$ cat src/rtl/xsearch_pkg.sv
// shared constants and carrier types for the extreme value search control
// assumes an 11-bit sample address space and 8-bit samples
package xsearch_pkg;
  localparam int          ADDR_W        = 11;
  localparam int          DATA_W        = 8;
  localparam int          DIGITS        = 4;
  // apb register map (byte addresses)
  localparam logic [7:0]  CTRL_OFF      = 8'h00;
  localparam logic [7:0]  STATUS_OFF    = 8'h04;
  localparam logic [7:0]  EXTREME_OFF   = 8'h08;
  localparam logic [7:0]  DISPLAY_OFF   = 8'h0C;
  localparam logic [7:0]  RAW_OFF       = 8'h10;
  // ctrl bit positions (bits 0-2: write 1 = press, self clearing; bit 3 linearizer enable, held)
  localparam int          CTRL_MAX_BIT   = 0;
  localparam int          CTRL_MIN_BIT   = 1;
  localparam int          CTRL_OTHER_BIT = 2;
  localparam int          CTRL_LIN_BIT   = 3;
  localparam logic        LIN_EN_RST     = 1'b0;
  // debounce: 5 ms hold-off, button must be stable this long
  localparam int          DEBOUNCE_US    = 5000;
  localparam int          CLK_MHZ        = 250;
  localparam int          DEBOUNCE_CYC   = DEBOUNCE_US * CLK_MHZ;
  localparam logic [7:0]  SYS_CODE       = 8'hFF;
  localparam logic [15:0] SYS_DISPLAY    = 16'hDDDD;
  localparam logic [3:0]  BLANK_DIGIT    = 4'hF;
  localparam logic [3:0]  MINUS_DIGIT    = 4'hB;
  // raw code to tenths of a degree: deg10 = code*SCALE_NUM/SCALE_DEN + OFFSET
  localparam int          TEMP_OFFSET10  = -100;
  localparam int          SCALE_NUM      = 600;
  localparam int          SCALE_DEN      = 254;

  typedef enum logic [1:0] {
    IDLE  = 2'b00,
    LOAD  = 2'b01,
    PASS1 = 2'b11,
    PASS2 = 2'b10
  } search_state_t;

  typedef struct packed {
    logic [ADDR_W-1:0] addr;
    logic [DATA_W-1:0] data;
    logic              valid;
  } raw_out_t;
endpackage

$ cat src/rtl/extreme_value_search_control.sv
// extreme value search control: button handling, two-pass max/min search over sample memory,
// display code conversion and raw binary output; registers over apb.
// assumes sample memory answers combinationally to mem_addr, and buttons are asynchronous pins.
//
// Added by the designer: the register addresses and the APB register port.
`timescale 1ns/1ns
module extreme_value_search_control
  import xsearch_pkg::*;
#(
  parameter int DEBOUNCE_CYCLES = DEBOUNCE_CYC
) (
  // clock and reset
  input  wire logic              pclk,
  input  wire logic              presetn,
  // apb slave
  input  wire logic              psel,
  input  wire logic              penable,
  input  wire logic              pwrite,
  input  wire logic [7:0]        paddr,
  input  wire logic [31:0]       pwdata,
  output logic      [31:0]       prdata,
  output logic                   pready,
  output logic                   pslverr,
  // front panel pins
  input  wire logic              max_button,
  input  wire logic              min_button,
  input  wire logic              busy_inhibit,
  // sample memory
  output logic      [ADDR_W-1:0] mem_addr,
  input  wire logic [DATA_W-1:0] mem_data,
  // displays and computer outputs
  output logic      [15:0]       temp_display,
  output logic      [15:0]       addr_display,
  output raw_out_t               raw_out,
  output logic                   timing_cycle_request
);

  // pin synchronisers
  logic [2:0] sync1_q, sync2_q;
  always_ff @(posedge pclk or negedge presetn) begin
    if (!presetn) begin
      sync1_q <= '0;
      sync2_q <= '0;
    end else begin
      sync1_q <= {busy_inhibit, min_button, max_button};
      sync2_q <= sync1_q;
    end
  end

  // debounce: one counter per button, press fires once after stable interval
  localparam int CNT_W = $clog2(DEBOUNCE_CYCLES + 1);
  logic [CNT_W-1:0] db_cnt_q [2];
  logic [1:0]       db_lvl_q;
  logic [1:0]       press_pin;
  always_ff @(posedge pclk or negedge presetn) begin
    if (!presetn) begin
      db_cnt_q[0] <= '0;
      db_cnt_q[1] <= '0;
      db_lvl_q    <= '0;
    end else begin
      for (int i = 0; i < 2; i++) begin
        if (sync2_q[i] == db_lvl_q[i]) begin
          db_cnt_q[i] <= '0;
        end else if (db_cnt_q[i] == CNT_W'(DEBOUNCE_CYCLES - 1)) begin
          db_cnt_q[i] <= '0;
          db_lvl_q[i] <= sync2_q[i];
        end else begin
          db_cnt_q[i] <= db_cnt_q[i] + 1'b1;
        end
      end
    end
  end
  always_comb begin
    for (int i = 0; i < 2; i++) begin
      press_pin[i] = (db_cnt_q[i] == CNT_W'(DEBOUNCE_CYCLES - 1)) && sync2_q[i] && !db_lvl_q[i];
    end
  end

  // apb side presses
  logic       wr_ctrl;
  logic       lin_en_q;
  logic       press_max, press_min, press_other, press_any;
  assign wr_ctrl     = psel && penable && pwrite && (paddr == CTRL_OFF);
  // inhibit covers transfer, plot and error states reported by the host logic
  assign press_max   = (press_pin[0] || (wr_ctrl && pwdata[CTRL_MAX_BIT])) && !sync2_q[2];
  assign press_min   = (press_pin[1] || (wr_ctrl && pwdata[CTRL_MIN_BIT])) && !sync2_q[2] && !press_max;
  assign press_other = wr_ctrl && pwdata[CTRL_OTHER_BIT];
  assign press_any   = press_max || press_min;

  always_ff @(posedge pclk or negedge presetn) begin
    if (!presetn) lin_en_q <= LIN_EN_RST;
    else if (wr_ctrl) lin_en_q <= pwdata[CTRL_LIN_BIT];
  end

  // mode flags
  logic extreme_polarity_flag_q, mode_history_flag_q, first_entry_flag_q, new_search;
  logic continue_search_flag_q;
  always_ff @(posedge pclk or negedge presetn) begin
    if (!presetn) begin
      extreme_polarity_flag_q <= 1'b1;
      mode_history_flag_q     <= 1'b1;
      first_entry_flag_q      <= 1'b0;
    end else begin
      if (press_max) extreme_polarity_flag_q <= 1'b1;
      else if (press_min) extreme_polarity_flag_q <= 1'b0;
      if (press_any) mode_history_flag_q <= 1'b0;
      else if (press_other) mode_history_flag_q <= 1'b1;
      if (press_any) first_entry_flag_q <= mode_history_flag_q;
    end
  end
  // entry or polarity flip both start a fresh search
  assign new_search = press_any && (mode_history_flag_q
                      || (press_max != extreme_polarity_flag_q));

  // search sequencer
  search_state_t     state_q;
  logic              first_pass_flag;
  logic [ADDR_W-1:0] addr_q, best_addr_q;
  logic [DATA_W-1:0] best_q;
  logic              match_not_found_signal, better, at_end, step;
  assign first_pass_flag        = (state_q == LOAD) || (state_q == PASS1);
  assign match_not_found_signal = (state_q == PASS2) && (mem_data != best_q);
  assign better  = extreme_polarity_flag_q ? (mem_data >= best_q) : (mem_data <= best_q);
  assign at_end  = (addr_q == {ADDR_W{1'b1}});
  // request_or_gate: first pass, continue, or still hunting in pass two
  assign timing_cycle_request = first_pass_flag || continue_search_flag_q
                                || match_not_found_signal;
  assign step = timing_cycle_request;

  always_ff @(posedge pclk or negedge presetn) begin
    if (!presetn) begin
      state_q     <= IDLE;
      addr_q      <= '0;
      best_q      <= '0;
      best_addr_q <= '0;
    end else if (new_search) begin
      state_q <= LOAD;
      addr_q  <= '0;
    end else begin
      unique case (state_q)
        IDLE: ;
        LOAD: begin
          best_q      <= mem_data;
          best_addr_q <= '0;
          addr_q      <= ADDR_W'(1);
          state_q     <= PASS1;
        end
        PASS1: begin
          if (better) begin
            best_q      <= mem_data;
            best_addr_q <= addr_q;
          end
          addr_q <= addr_q + 1'b1;
          if (at_end) state_q <= PASS2;
        end
        PASS2: begin
          // stop when the addressed sample matches; otherwise keep walking
          if (step && !continue_search_flag_q) begin
            if (match_not_found_signal) addr_q <= addr_q + 1'b1;
          end else if (continue_search_flag_q) begin
            addr_q <= addr_q + 1'b1;
          end
        end
      endcase
    end
  end

  // continue: same extreme pressed again; first timing pulse clears it, set wins
  always_ff @(posedge pclk or negedge presetn) begin
    if (!presetn) continue_search_flag_q <= 1'b0;
    else if (press_any && !new_search && state_q == PASS2) continue_search_flag_q <= 1'b1;
    else if (continue_search_flag_q) continue_search_flag_q <= 1'b0;
  end

  assign mem_addr = addr_q;

  // display conversion
  function automatic logic [15:0] to_digits(input int val, input logic signed_en);
    int a;
    logic [15:0] d;
    logic lead;
    int p;
    a = (val < 0) ? -val : val;
    d = '0;
    for (int k = 0; k < DIGITS; k++) begin
      d[k*4 +: 4] = 4'(a % 10);
      a = a / 10;
    end
    lead = 1'b1;
    p = -1;
    for (int k = DIGITS - 1; k > 0; k--) begin
      if (lead && d[k*4 +: 4] == 4'h0) begin
        d[k*4 +: 4] = BLANK_DIGIT;
        p = k;
      end else begin
        lead = 1'b0;
      end
    end
    if (signed_en && val < 0 && p >= 0) d[p*4 +: 4] = MINUS_DIGIT;
    return d;
  endfunction

  function automatic int temp_tenths(input logic [DATA_W-1:0] code);
    return (int'(code) * SCALE_NUM) / SCALE_DEN + TEMP_OFFSET10;
  endfunction

  // linearizer: upper byte of the code squared; identity unless enabled
  function automatic logic [DATA_W-1:0] linearize(input logic [DATA_W-1:0] code);
    logic [15:0] sq;
    sq = 16'(code) * 16'(code);
    return sq[15:8];
  endfunction

  logic [DATA_W-1:0] shown_data;
  assign shown_data = (state_q == PASS1 || state_q == LOAD) ? best_q : mem_data;

  always_ff @(posedge pclk or negedge presetn) begin
    if (!presetn) begin
      temp_display <= '0;
      addr_display <= '0;
      raw_out      <= '0;
    end else begin
      temp_display <= (shown_data == SYS_CODE) ? SYS_DISPLAY
                      : to_digits(temp_tenths(shown_data), 1'b1);
      addr_display <= to_digits(int'(addr_q), 1'b0);
      raw_out.addr <= addr_q;
      raw_out.data <= lin_en_q ? linearize(shown_data) : shown_data;
      raw_out.valid <= (state_q == PASS2) && !timing_cycle_request;
    end
  end

  // apb read side, zero wait states
  assign pready  = 1'b1;
  assign pslverr = psel && penable && !(paddr inside {CTRL_OFF, STATUS_OFF, EXTREME_OFF,
                                                      DISPLAY_OFF, RAW_OFF});
  always_comb begin
    prdata = '0;
    if (psel && !pwrite) begin
      unique case (paddr)
        CTRL_OFF:    prdata = {28'h0, lin_en_q, 3'h0};
        STATUS_OFF:  prdata = {24'h0, state_q, continue_search_flag_q, first_entry_flag_q,
                               mode_history_flag_q, extreme_polarity_flag_q, first_pass_flag,
                               timing_cycle_request};
        EXTREME_OFF: prdata = {8'h0, 5'h0, best_addr_q, best_q};
        DISPLAY_OFF: prdata = {addr_display, temp_display};
        RAW_OFF:     prdata = {12'h0, raw_out};
        default:     prdata = '0;
      endcase
    end
  end

  // checks
  polarity_max_a: assert property (@(posedge pclk) disable iff (!presetn)
    press_max |=> extreme_polarity_flag_q)
    else $error("max press did not set polarity");
  polarity_min_a: assert property (@(posedge pclk) disable iff (!presetn)
    press_min |=> !extreme_polarity_flag_q)
    else $error("min press did not clear polarity");
  history_low_a: assert property (@(posedge pclk) disable iff (!presetn)
    press_any |=> !mode_history_flag_q)
    else $error("history not low after search press");
  entry_capture_a: assert property (@(posedge pclk) disable iff (!presetn)
    press_any |=> first_entry_flag_q == $past(mode_history_flag_q))
    else $error("entry flag wrong");
  new_search_a: assert property (@(posedge pclk) disable iff (!presetn)
    new_search |=> state_q == LOAD && addr_q == '0)
    else $error("new search did not restart");
  request_or_a: assert property (@(posedge pclk) disable iff (!presetn)
    first_pass_flag |-> timing_cycle_request)
    else $error("first pass without timing");
  match_halt_a: assert property (@(posedge pclk) disable iff (!presetn)
    (state_q == PASS2 && mem_data == best_q && !continue_search_flag_q && !press_any)
      |=> $stable(addr_q))
    else $error("second pass did not halt on match");
  continue_clear_a: assert property (@(posedge pclk) disable iff (!presetn)
    continue_search_flag_q && !press_any |=> !continue_search_flag_q)
    else $error("continue not cleared");
  sys_code_a: assert property (@(posedge pclk) disable iff (!presetn)
    shown_data == SYS_CODE |=> temp_display == SYS_DISPLAY)
    else $error("system code not dashes");
  raw_addr_a: assert property (@(posedge pclk) disable iff (!presetn)
    1'b1 |=> raw_out.addr == $past(addr_q))
    else $error("raw address mismatch");
  pass_end_a: assert property (@(posedge pclk) disable iff (!presetn)
    (state_q == PASS1 && at_end && !new_search) |=> state_q == PASS2)
    else $error("first pass did not end");
  inhibit_drop_a: assert property (@(posedge pclk) disable iff (!presetn)
    sync2_q[2] && !press_other |=> $stable(extreme_polarity_flag_q) && $stable(mode_history_flag_q))
    else $error("search press taken while inhibited");
  other_high_a: assert property (@(posedge pclk) disable iff (!presetn)
    press_other && !press_any |=> mode_history_flag_q)
    else $error("history not high after other press");
  first_pass_set_a: assert property (@(posedge pclk) disable iff (!presetn)
    new_search |=> first_pass_flag)
    else $error("new search did not set first pass");
  first_pass_hold_a: assert property (@(posedge pclk) disable iff (!presetn)
    first_pass_flag && !new_search && !(state_q == PASS1 && at_end) |=> first_pass_flag)
    else $error("first pass cut short");
  scan_step_a: assert property (@(posedge pclk) disable iff (!presetn)
    state_q == PASS1 && !new_search |=> addr_q == $past(addr_q) + 1'b1)
    else $error("first pass skipped an address");
  hunt_request_a: assert property (@(posedge pclk) disable iff (!presetn)
    state_q == PASS2 && mem_data != best_q |-> timing_cycle_request)
    else $error("no timing while hunting");
  halt_quiet_a: assert property (@(posedge pclk) disable iff (!presetn)
    state_q == PASS2 && mem_data == best_q && !continue_search_flag_q |-> !timing_cycle_request)
    else $error("timing requested at match");
  continue_set_a: assert property (@(posedge pclk) disable iff (!presetn)
    press_any && !new_search && state_q == PASS2 |=> continue_search_flag_q)
    else $error("repeat press did not continue");
  continue_step_a: assert property (@(posedge pclk) disable iff (!presetn)
    continue_search_flag_q && state_q == PASS2 && !new_search |=> addr_q == $past(addr_q) + 1'b1)
    else $error("continue did not leave the match");
  scan_keep_a: assert property (@(posedge pclk) disable iff (!presetn)
    state_q == PASS1 && better && !new_search |=> best_q == $past(mem_data) && best_addr_q == $past(addr_q))
    else $error("better sample not kept");
  scan_hold_a: assert property (@(posedge pclk) disable iff (!presetn)
    state_q == PASS1 && !better && !new_search |=> $stable(best_q) && $stable(best_addr_q))
    else $error("worse sample replaced extreme");
  load_zero_a: assert property (@(posedge pclk) disable iff (!presetn)
    state_q == LOAD && !new_search |=> best_addr_q == '0 && best_q == $past(mem_data) && addr_q == ADDR_W'(1))
    else $error("sample zero not loaded");
  raw_valid_a: assert property (@(posedge pclk) disable iff (!presetn)
    state_q == PASS2 && !timing_cycle_request |=> raw_out.valid)
    else $error("valid missing while halted");
  raw_invalid_a: assert property (@(posedge pclk) disable iff (!presetn)
    state_q != PASS2 |=> !raw_out.valid)
    else $error("valid outside second pass");
  lin_off_a: assert property (@(posedge pclk) disable iff (!presetn)
    !lin_en_q |=> raw_out.data == $past(shown_data))
    else $error("raw data not passed straight");
  addr_zero_a: assert property (@(posedge pclk) disable iff (!presetn)
    addr_q == '0 |=> addr_display == {BLANK_DIGIT, BLANK_DIGIT, BLANK_DIGIT, 4'h0})
    else $error("address zero not blanked");

endmodule

$ cat config.mk
export PLATFORM = sky130hd
export DESIGN_NAME = extreme_value_search_control
export DESIGN_NICKNAME = d
export VERILOG_FILES = /design/src/rtl/xsearch_pkg.sv /design/src/rtl/extreme_value_search_control.sv
export SDC_FILE = /design/constraint.sdc
export NUM_CORES = 1
export LEC_CHECK = 0
export ABC_AREA = 1
export BUFFER_PORTS_ARGS = -buffer_cell sky130_fd_sc_hd__buf_2
export CORE_UTILIZATION = 30
export DETAILED_ROUTE_END_ITERATION = 10
export PLACE_DENSITY_LB_ADDON = 0.15
export RECOVER_POWER = 100
export SETUP_SLACK_MARGIN = 0.05
export SYNTH_ARGS = -nofsm -noshare
export SYNTH_HDL_FRONTEND = slang
export SYNTH_SLANG_ARGS = --single-unit
$ cat constraint.sdc
create_clock -name pclk -period 16.07 [get_ports pclk]
set_input_delay 3.214 -clock pclk [delete_from_list [all_inputs] [get_ports pclk]]
set_output_delay 3.214 -clock pclk [all_outputs]
set_load 0.02 [all_outputs]
# == After elaboration in Yosys (flattened, before gate mapping) ==
# Index checks and enable logic that the tools add are counted.
# Widths: inputs -> output; s select.
# totals
ff_bits,139
input_bits,56
output_inout_bits,98
wordCells,174
# op_classes
n_addsub,6
n_mul,2
div,15
magnitude_cmp,4
eq_ne,19
n_shift,2
mux,43
bitwise,3
n_reduce_logical,60
# ops
op,n
$mod 32x5->32 const B,7
$div 32x5->32 const B,5
$mux 32,5
$pmux 32 s5,1
$mux 21,4
$mux 11,5
$add 21x1->21 const B,2
$eq 21x21->1 const B,2
$neg 32->33,1
$pmux 11 s3,1
$shift 4x33->16 const A,1
$shiftx 4x33->16 const A,1
$add 32x8->32 const B,1
$div 12x5->32 const B,1
$div 32x9->32 const B,1
$ge 32x1->1 const B,1
$lt 32x1->1 const B,1
$mod 12x5->32 const B,1
$mux 16,2
$neg 32->32,1
$logic_and 1x1->1,26
$logic_not 4->1,6
$mux 4,6
$mux 8,3
34 further kinds,69

# == Longest topological paths before layout ==
# logic_depth
ltp_word,23
depth_mapped,129
mapped_depth_nobuf,126

# == Worst setup path after synthesis ==
# OpenSTA, ideal clock, no wires.
# synth_path
kind,input to register
start,in mem_data[6]
end,reg temp_display[5]
setup_ns,0.078
arrival_time_ns,15.254
required_time_ns,15.992
setup_slack_ns,0.739
stages,110
path_buffers,2
path_cell_list,inv_1 -> nand2_1 -> o21ai_1 -> inv_1 -> ha_1 -> ha_1 -> inv_1 -> fa_1 -> fa_1 -> inv_1 -> ha_1 -> nand2_1 -> inv_1 -> nand2_1 -> nand2_1 -> nand2_1 -> nand3_1 -> nand2_1 -> [74 not listed] -> nor2_2 -> nand2_2 -> nand2_2 -> nand2_1 -> nand2_1 -> nand2_2 -> nor2_2 -> nor2_1 -> nor2_1 -> ha_1 -> inv_1 -> o21ai_0 -> nand3_1 -> nor2_1 -> nand3_1 -> inv_1 -> nand2_2 -> a21oi_1
# synth_via
elab_chain_cells,21
word_cells_on_any_way,33
cone_classes,3 x add/sub; 1 x mul; 7 x div; 2 x order compare; 1 x eq/ne; 2 x shift; 11 x mux; 6 x reduce/logical
# synth_lines
element,line,text
from (decl),extreme_value_search_control.sv:30,"input wire logic [DATA_W-1:0] mem_data,"
$mux 8 (*),extreme_value_search_control.sv:215,assign shown_data = (state_q == PASS1 || state_q == LOAD) ? best_q : mem_data;
$mul 8x7->15,extreme_value_search_control.sv:204,return (int'(code) * SCALE_NUM) / SCALE_DEN + TEMP_OFFSET10;
$div 32x9->32,extreme_value_search_control.sv:204,
$add 32x8->32,extreme_value_search_control.sv:204,
$neg 32->32 or $lt 32x1->1 (tied branches),"extreme_value_search_control.sv:183, extreme_value_search_control.sv:199",
$mux 32,extreme_value_search_control.sv:183,a = (val < 0) ? -val : val;
$div 32x5->32 (3 in series),extreme_value_search_control.sv:187,a = a / 10;
$mod 32x5->32,extreme_value_search_control.sv:186,d[k*4 +: 4] = 4'(a % 10);
[3 not listed],-,
$mux 1,extreme_value_search_control.sv:192,if (lead && d[k*4 +: 4] == 4'h0) begin
$logic_and 1x1->1,extreme_value_search_control.sv:192,
$mux 32,extreme_value_search_control.sv:192,
$neg 32->33,extreme_value_search_control.sv:199,if (signed_en && val < 0 && p >= 0) d[p*4 +: 4] = MINUS_DIGIT;
$shiftx 4x33->16 or $shift 4x33->16 (tied branches),extreme_value_search_control.sv:199,
$bwmux 16,extreme_value_search_control.sv:199,
$mux 16,extreme_value_search_control.sv:199,
$mux 16 (*),extreme_value_search_control.sv:223,temp_display <= (shown_data == SYS_CODE) ? SYS_DISPLAY
to (signal assigned),extreme_value_search_control.sv:223,
to (decl),extreme_value_search_control.sv:32,"output logic [15:0] temp_display,"
# Every way passes the cells marked *; elsewhere a longest branch is shown, timed or not.
# A chain may end at the register's enable or synchronous reset.

# == Worst setup path after layout ==
# layout_path
start,in mem_data[6]
end,reg temp_display[10]
# The elaborated chain is that of the path after synthesis.

==> impl_metrics.tcl <==
set metrics [dict create \
    critPathArrivalTime_ns 15.55 \
    route.detailed.drc 0 \
    ys_ff_latch 137 \
    setup_viol 0 \
    areaGrowthSynthToFinish_pct 31.12 \
    slowest_delay_ns 0.52 \
    worstMarginPinSlew_ns 3.991 \
    post_drt_wl_per_cell_um 13.60 \
    finalMaxSlewViolations 140 \
    grt_pass1_vias 15057 \
    endpoint_kind "flip-flop" \
    nets 2856 \
    fmaxAchievable_mhz 65.63 \
    avgViaCountPerCell 4.655 \
    cp-start-kind "input port" \
    cp.required_ns 16.38 \
    cts_max_path_buffers 2 \
    htreeDepth 4 \
    async_flop_share 1.000 \
    hold_viol 0 \
    yosysWarnings 0 \
    drt_iter0_drc 539 \
    io_buffers 124 \
    cts_made_buffers 17 \
    crit_type "in -> reg" \
    synthesis.area_mm2 0.01525 \
    design_area_mm2 0.01999 \
    grt_overflow 0 \
    worstSkewPairLatency_ns 0.43 \
    cts_root_buffer "clkbuf_16" \
    cpMaxStageDelayCell "fa_1" \
    die_area_mm2 0.05172 \
    track_usage 0.1751 \
    clock_sinks 137 \
    drive_gt1_frac 0.2650 \
    yosysTopAreaCellShare 0.2216 \
    start_util 0.3039 \
    synth_edf_count 0 \
    finClkSkew_ns 0.01019 \
    cp_max_fo 8 \
    min_period_ns 15.24 \
    syn-num-nets 2499 \
    clkSlewWorstSetupHoldPaths_ns 0.06 \
    ys_seq_area_frac 0.2250 \
    drv_cap 2 \
    core_area_mm2 0.05017 \
    min_path_type "reg -> reg" \
    grt_max_degree 74 \
    drt-total-wl_mm 45.58 \
    ys.flop_type "dfrtp_1" \
    synth.most_common_cell "nand2_1" \
    status "finished with violations" \
    grt_pass1_wl_mm 72.78 \
    die_w_um 227.4 \
    avgSynthCellArea_um2 6.603 \
    path_common_cell "nand2_2" \
    yosys-top-cells-area "dfrtp_1, nand2_1, inv_1" \
    ctsHoldBuffers 0 \
    gp_congestion 0.8539 \
    placed_cell_area_mm2 0.01806 \
    dpl.hpwl_mm 36.83 \
    die_h_um 227.4 \
    cts_tree "built" \
    vias 15602 \
    synthDistinctLibCells 62 \
    fin_crit_sh 0.9481 \
    synth_common_cells "nand2_1, inv_1, nor2_1, nand3_1, dfrtp_1" \
    dr.pass1.iters 5 \
    syn_inst 2309 \
    yosys.area.top_type "dfrtp_1" \
    rows 82 \
    antenna_found_initial 0 \
    drtAntennaViolNets 0 \
    violations "capacitance limit, slew limit" \
    relSlewSlack -1.661 \
    ios 154 \
]
## critical path: cells and delay by family
kind            cells  cell delay, ns
simple gates       79            6.97
buf+inv            23            1.90
compound gates      5            0.59
fa+ha+maj           8            2.45
xor+xnor            2            0.38
## cell type report
cell class | count | area [um^2]
tap | 672 | 840.8
antenna | 1 | 2.502
fill | 5367 | 30180
timing repair buffer | 368 | 2340
inverter | 418 | 1594
clock inverter | 13 | 141.4
clock buffer | 19 | 452.9
multi-input combinational | 1724 | 11190
sequential | 137 | 3431
## sequential cells by signal (all words and copies together), names as in the netlist, 2 cells and up
name	count
mem_addr	11
state_q	2
addr_display	14
sync1_q	3
raw_out	20
db_cnt_q	42
best_addr_q	11
sync2_q	3
best_q	8
temp_display	16
db_lvl_q	2
## kinds of logic (layout without fill, tap and decap cells)
logic type               after synthesis  in the layout  synth area share
XOR/XNOR                              76             76           0.04489
AND/OR/NAND/NOR                     1254           1256            0.3870
adder cells (fa/ha/maj)              134            134            0.1247
AO/OA/AOI/OAI                        257            257            0.1032
buffers and inverters                450            818            0.1149
other                                  1              2         0.0002460
flip-flops                           137            137            0.2250
## placed cells by master (no fill, tap or decap), drive strengths merged, types with 3 or more instances in the layout
cell / Yosys / final
nand2: 666 / 667
inv: 410 / 413
buf: 12 / 267
nor2: 249 / 249
nand3: 199 / 200
dfrtp: 135 / 135
clkbuf: 20 / 120
o21ai: 112 / 112
ha: 104 / 104
a21oi: 73 / 73
nor3: 57 / 57
xor2: 52 / 52
fa: 30 / 30
nand4: 29 / 29
xnor2: 24 / 24
nor4: 20 / 20
o211ai: 19 / 19
clkinv: 8 / 13
nor3b: 12 / 12
a31oi: 9 / 9
a211oi: 9 / 9
or2: 8 / 8
a41oi: 6 / 6
and2: 6 / 6
o221ai: 5 / 5
nand3b: 5 / 5
a221oi: 4 / 4
o31ai: 4 / 4
o21a: 3 / 3
clkinvlp: 0 / 3
## metrics by stage
stage	setup TNS, ns	utilization	hold slack (ns)	std cells	worst slack [ns]
finish	0	0.3984	0.3532	3352	0.8337
global route	-0.7846	0.3984	0.3611	3351	-0.1357
CTS	0	0.3718	0.3589	3306	0.06002
detailed placement	-2.980	0.3599	0.3371	3274	-0.4004
global placement	-2.106	0.3599	0.3430	3274	-0.3103
floorplan	0	-	0.3312	2309	0.7387
## worst paths after layout
path                             startpoint          endpoint  slack (ns)  cells past startpoint
worst max-delay path            mem_data[6]  temp_display[10]        0.83                    117
worst min-delay path             sync1_q[2]        sync2_q[2]        0.35                      0
worst max register to register   state_q[0]  temp_display[10]        2.34                    112
worst min register to register   sync1_q[2]        sync2_q[2]        0.35                      0
max in group asynchronous           presetn       db_cnt_q[1]        7.02                      2
min in group asynchronous           presetn        sync2_q[2]        4.18                      1
## routing by layer
layer / up-vias / share of wire / routed length, um / global-route usage
li1: 8102 / - / - / -
met1: 7280 / 0.46 / 20790 / 0.2188
met2: 175 / 0.50 / 22640 / 0.3140
met3: 45 / 0.033 / 1503 / 0.02607
met4: 0 / 0.014 / 647 / 0.04070
met5: - / 0 / 0 / 0
## what timing repair did
item	4_1_cts	5_1_grt
pin swaps	1	130
cloned	0	2
buffers inserted	0	43
hold endpoints to repair	0	0
gates resized for setup	1	299
endpoints found under the setup margin	2	15
Power is not shown: default switching activity piles up to over one toggle a cycle in this logic, so the estimate is an artifact.
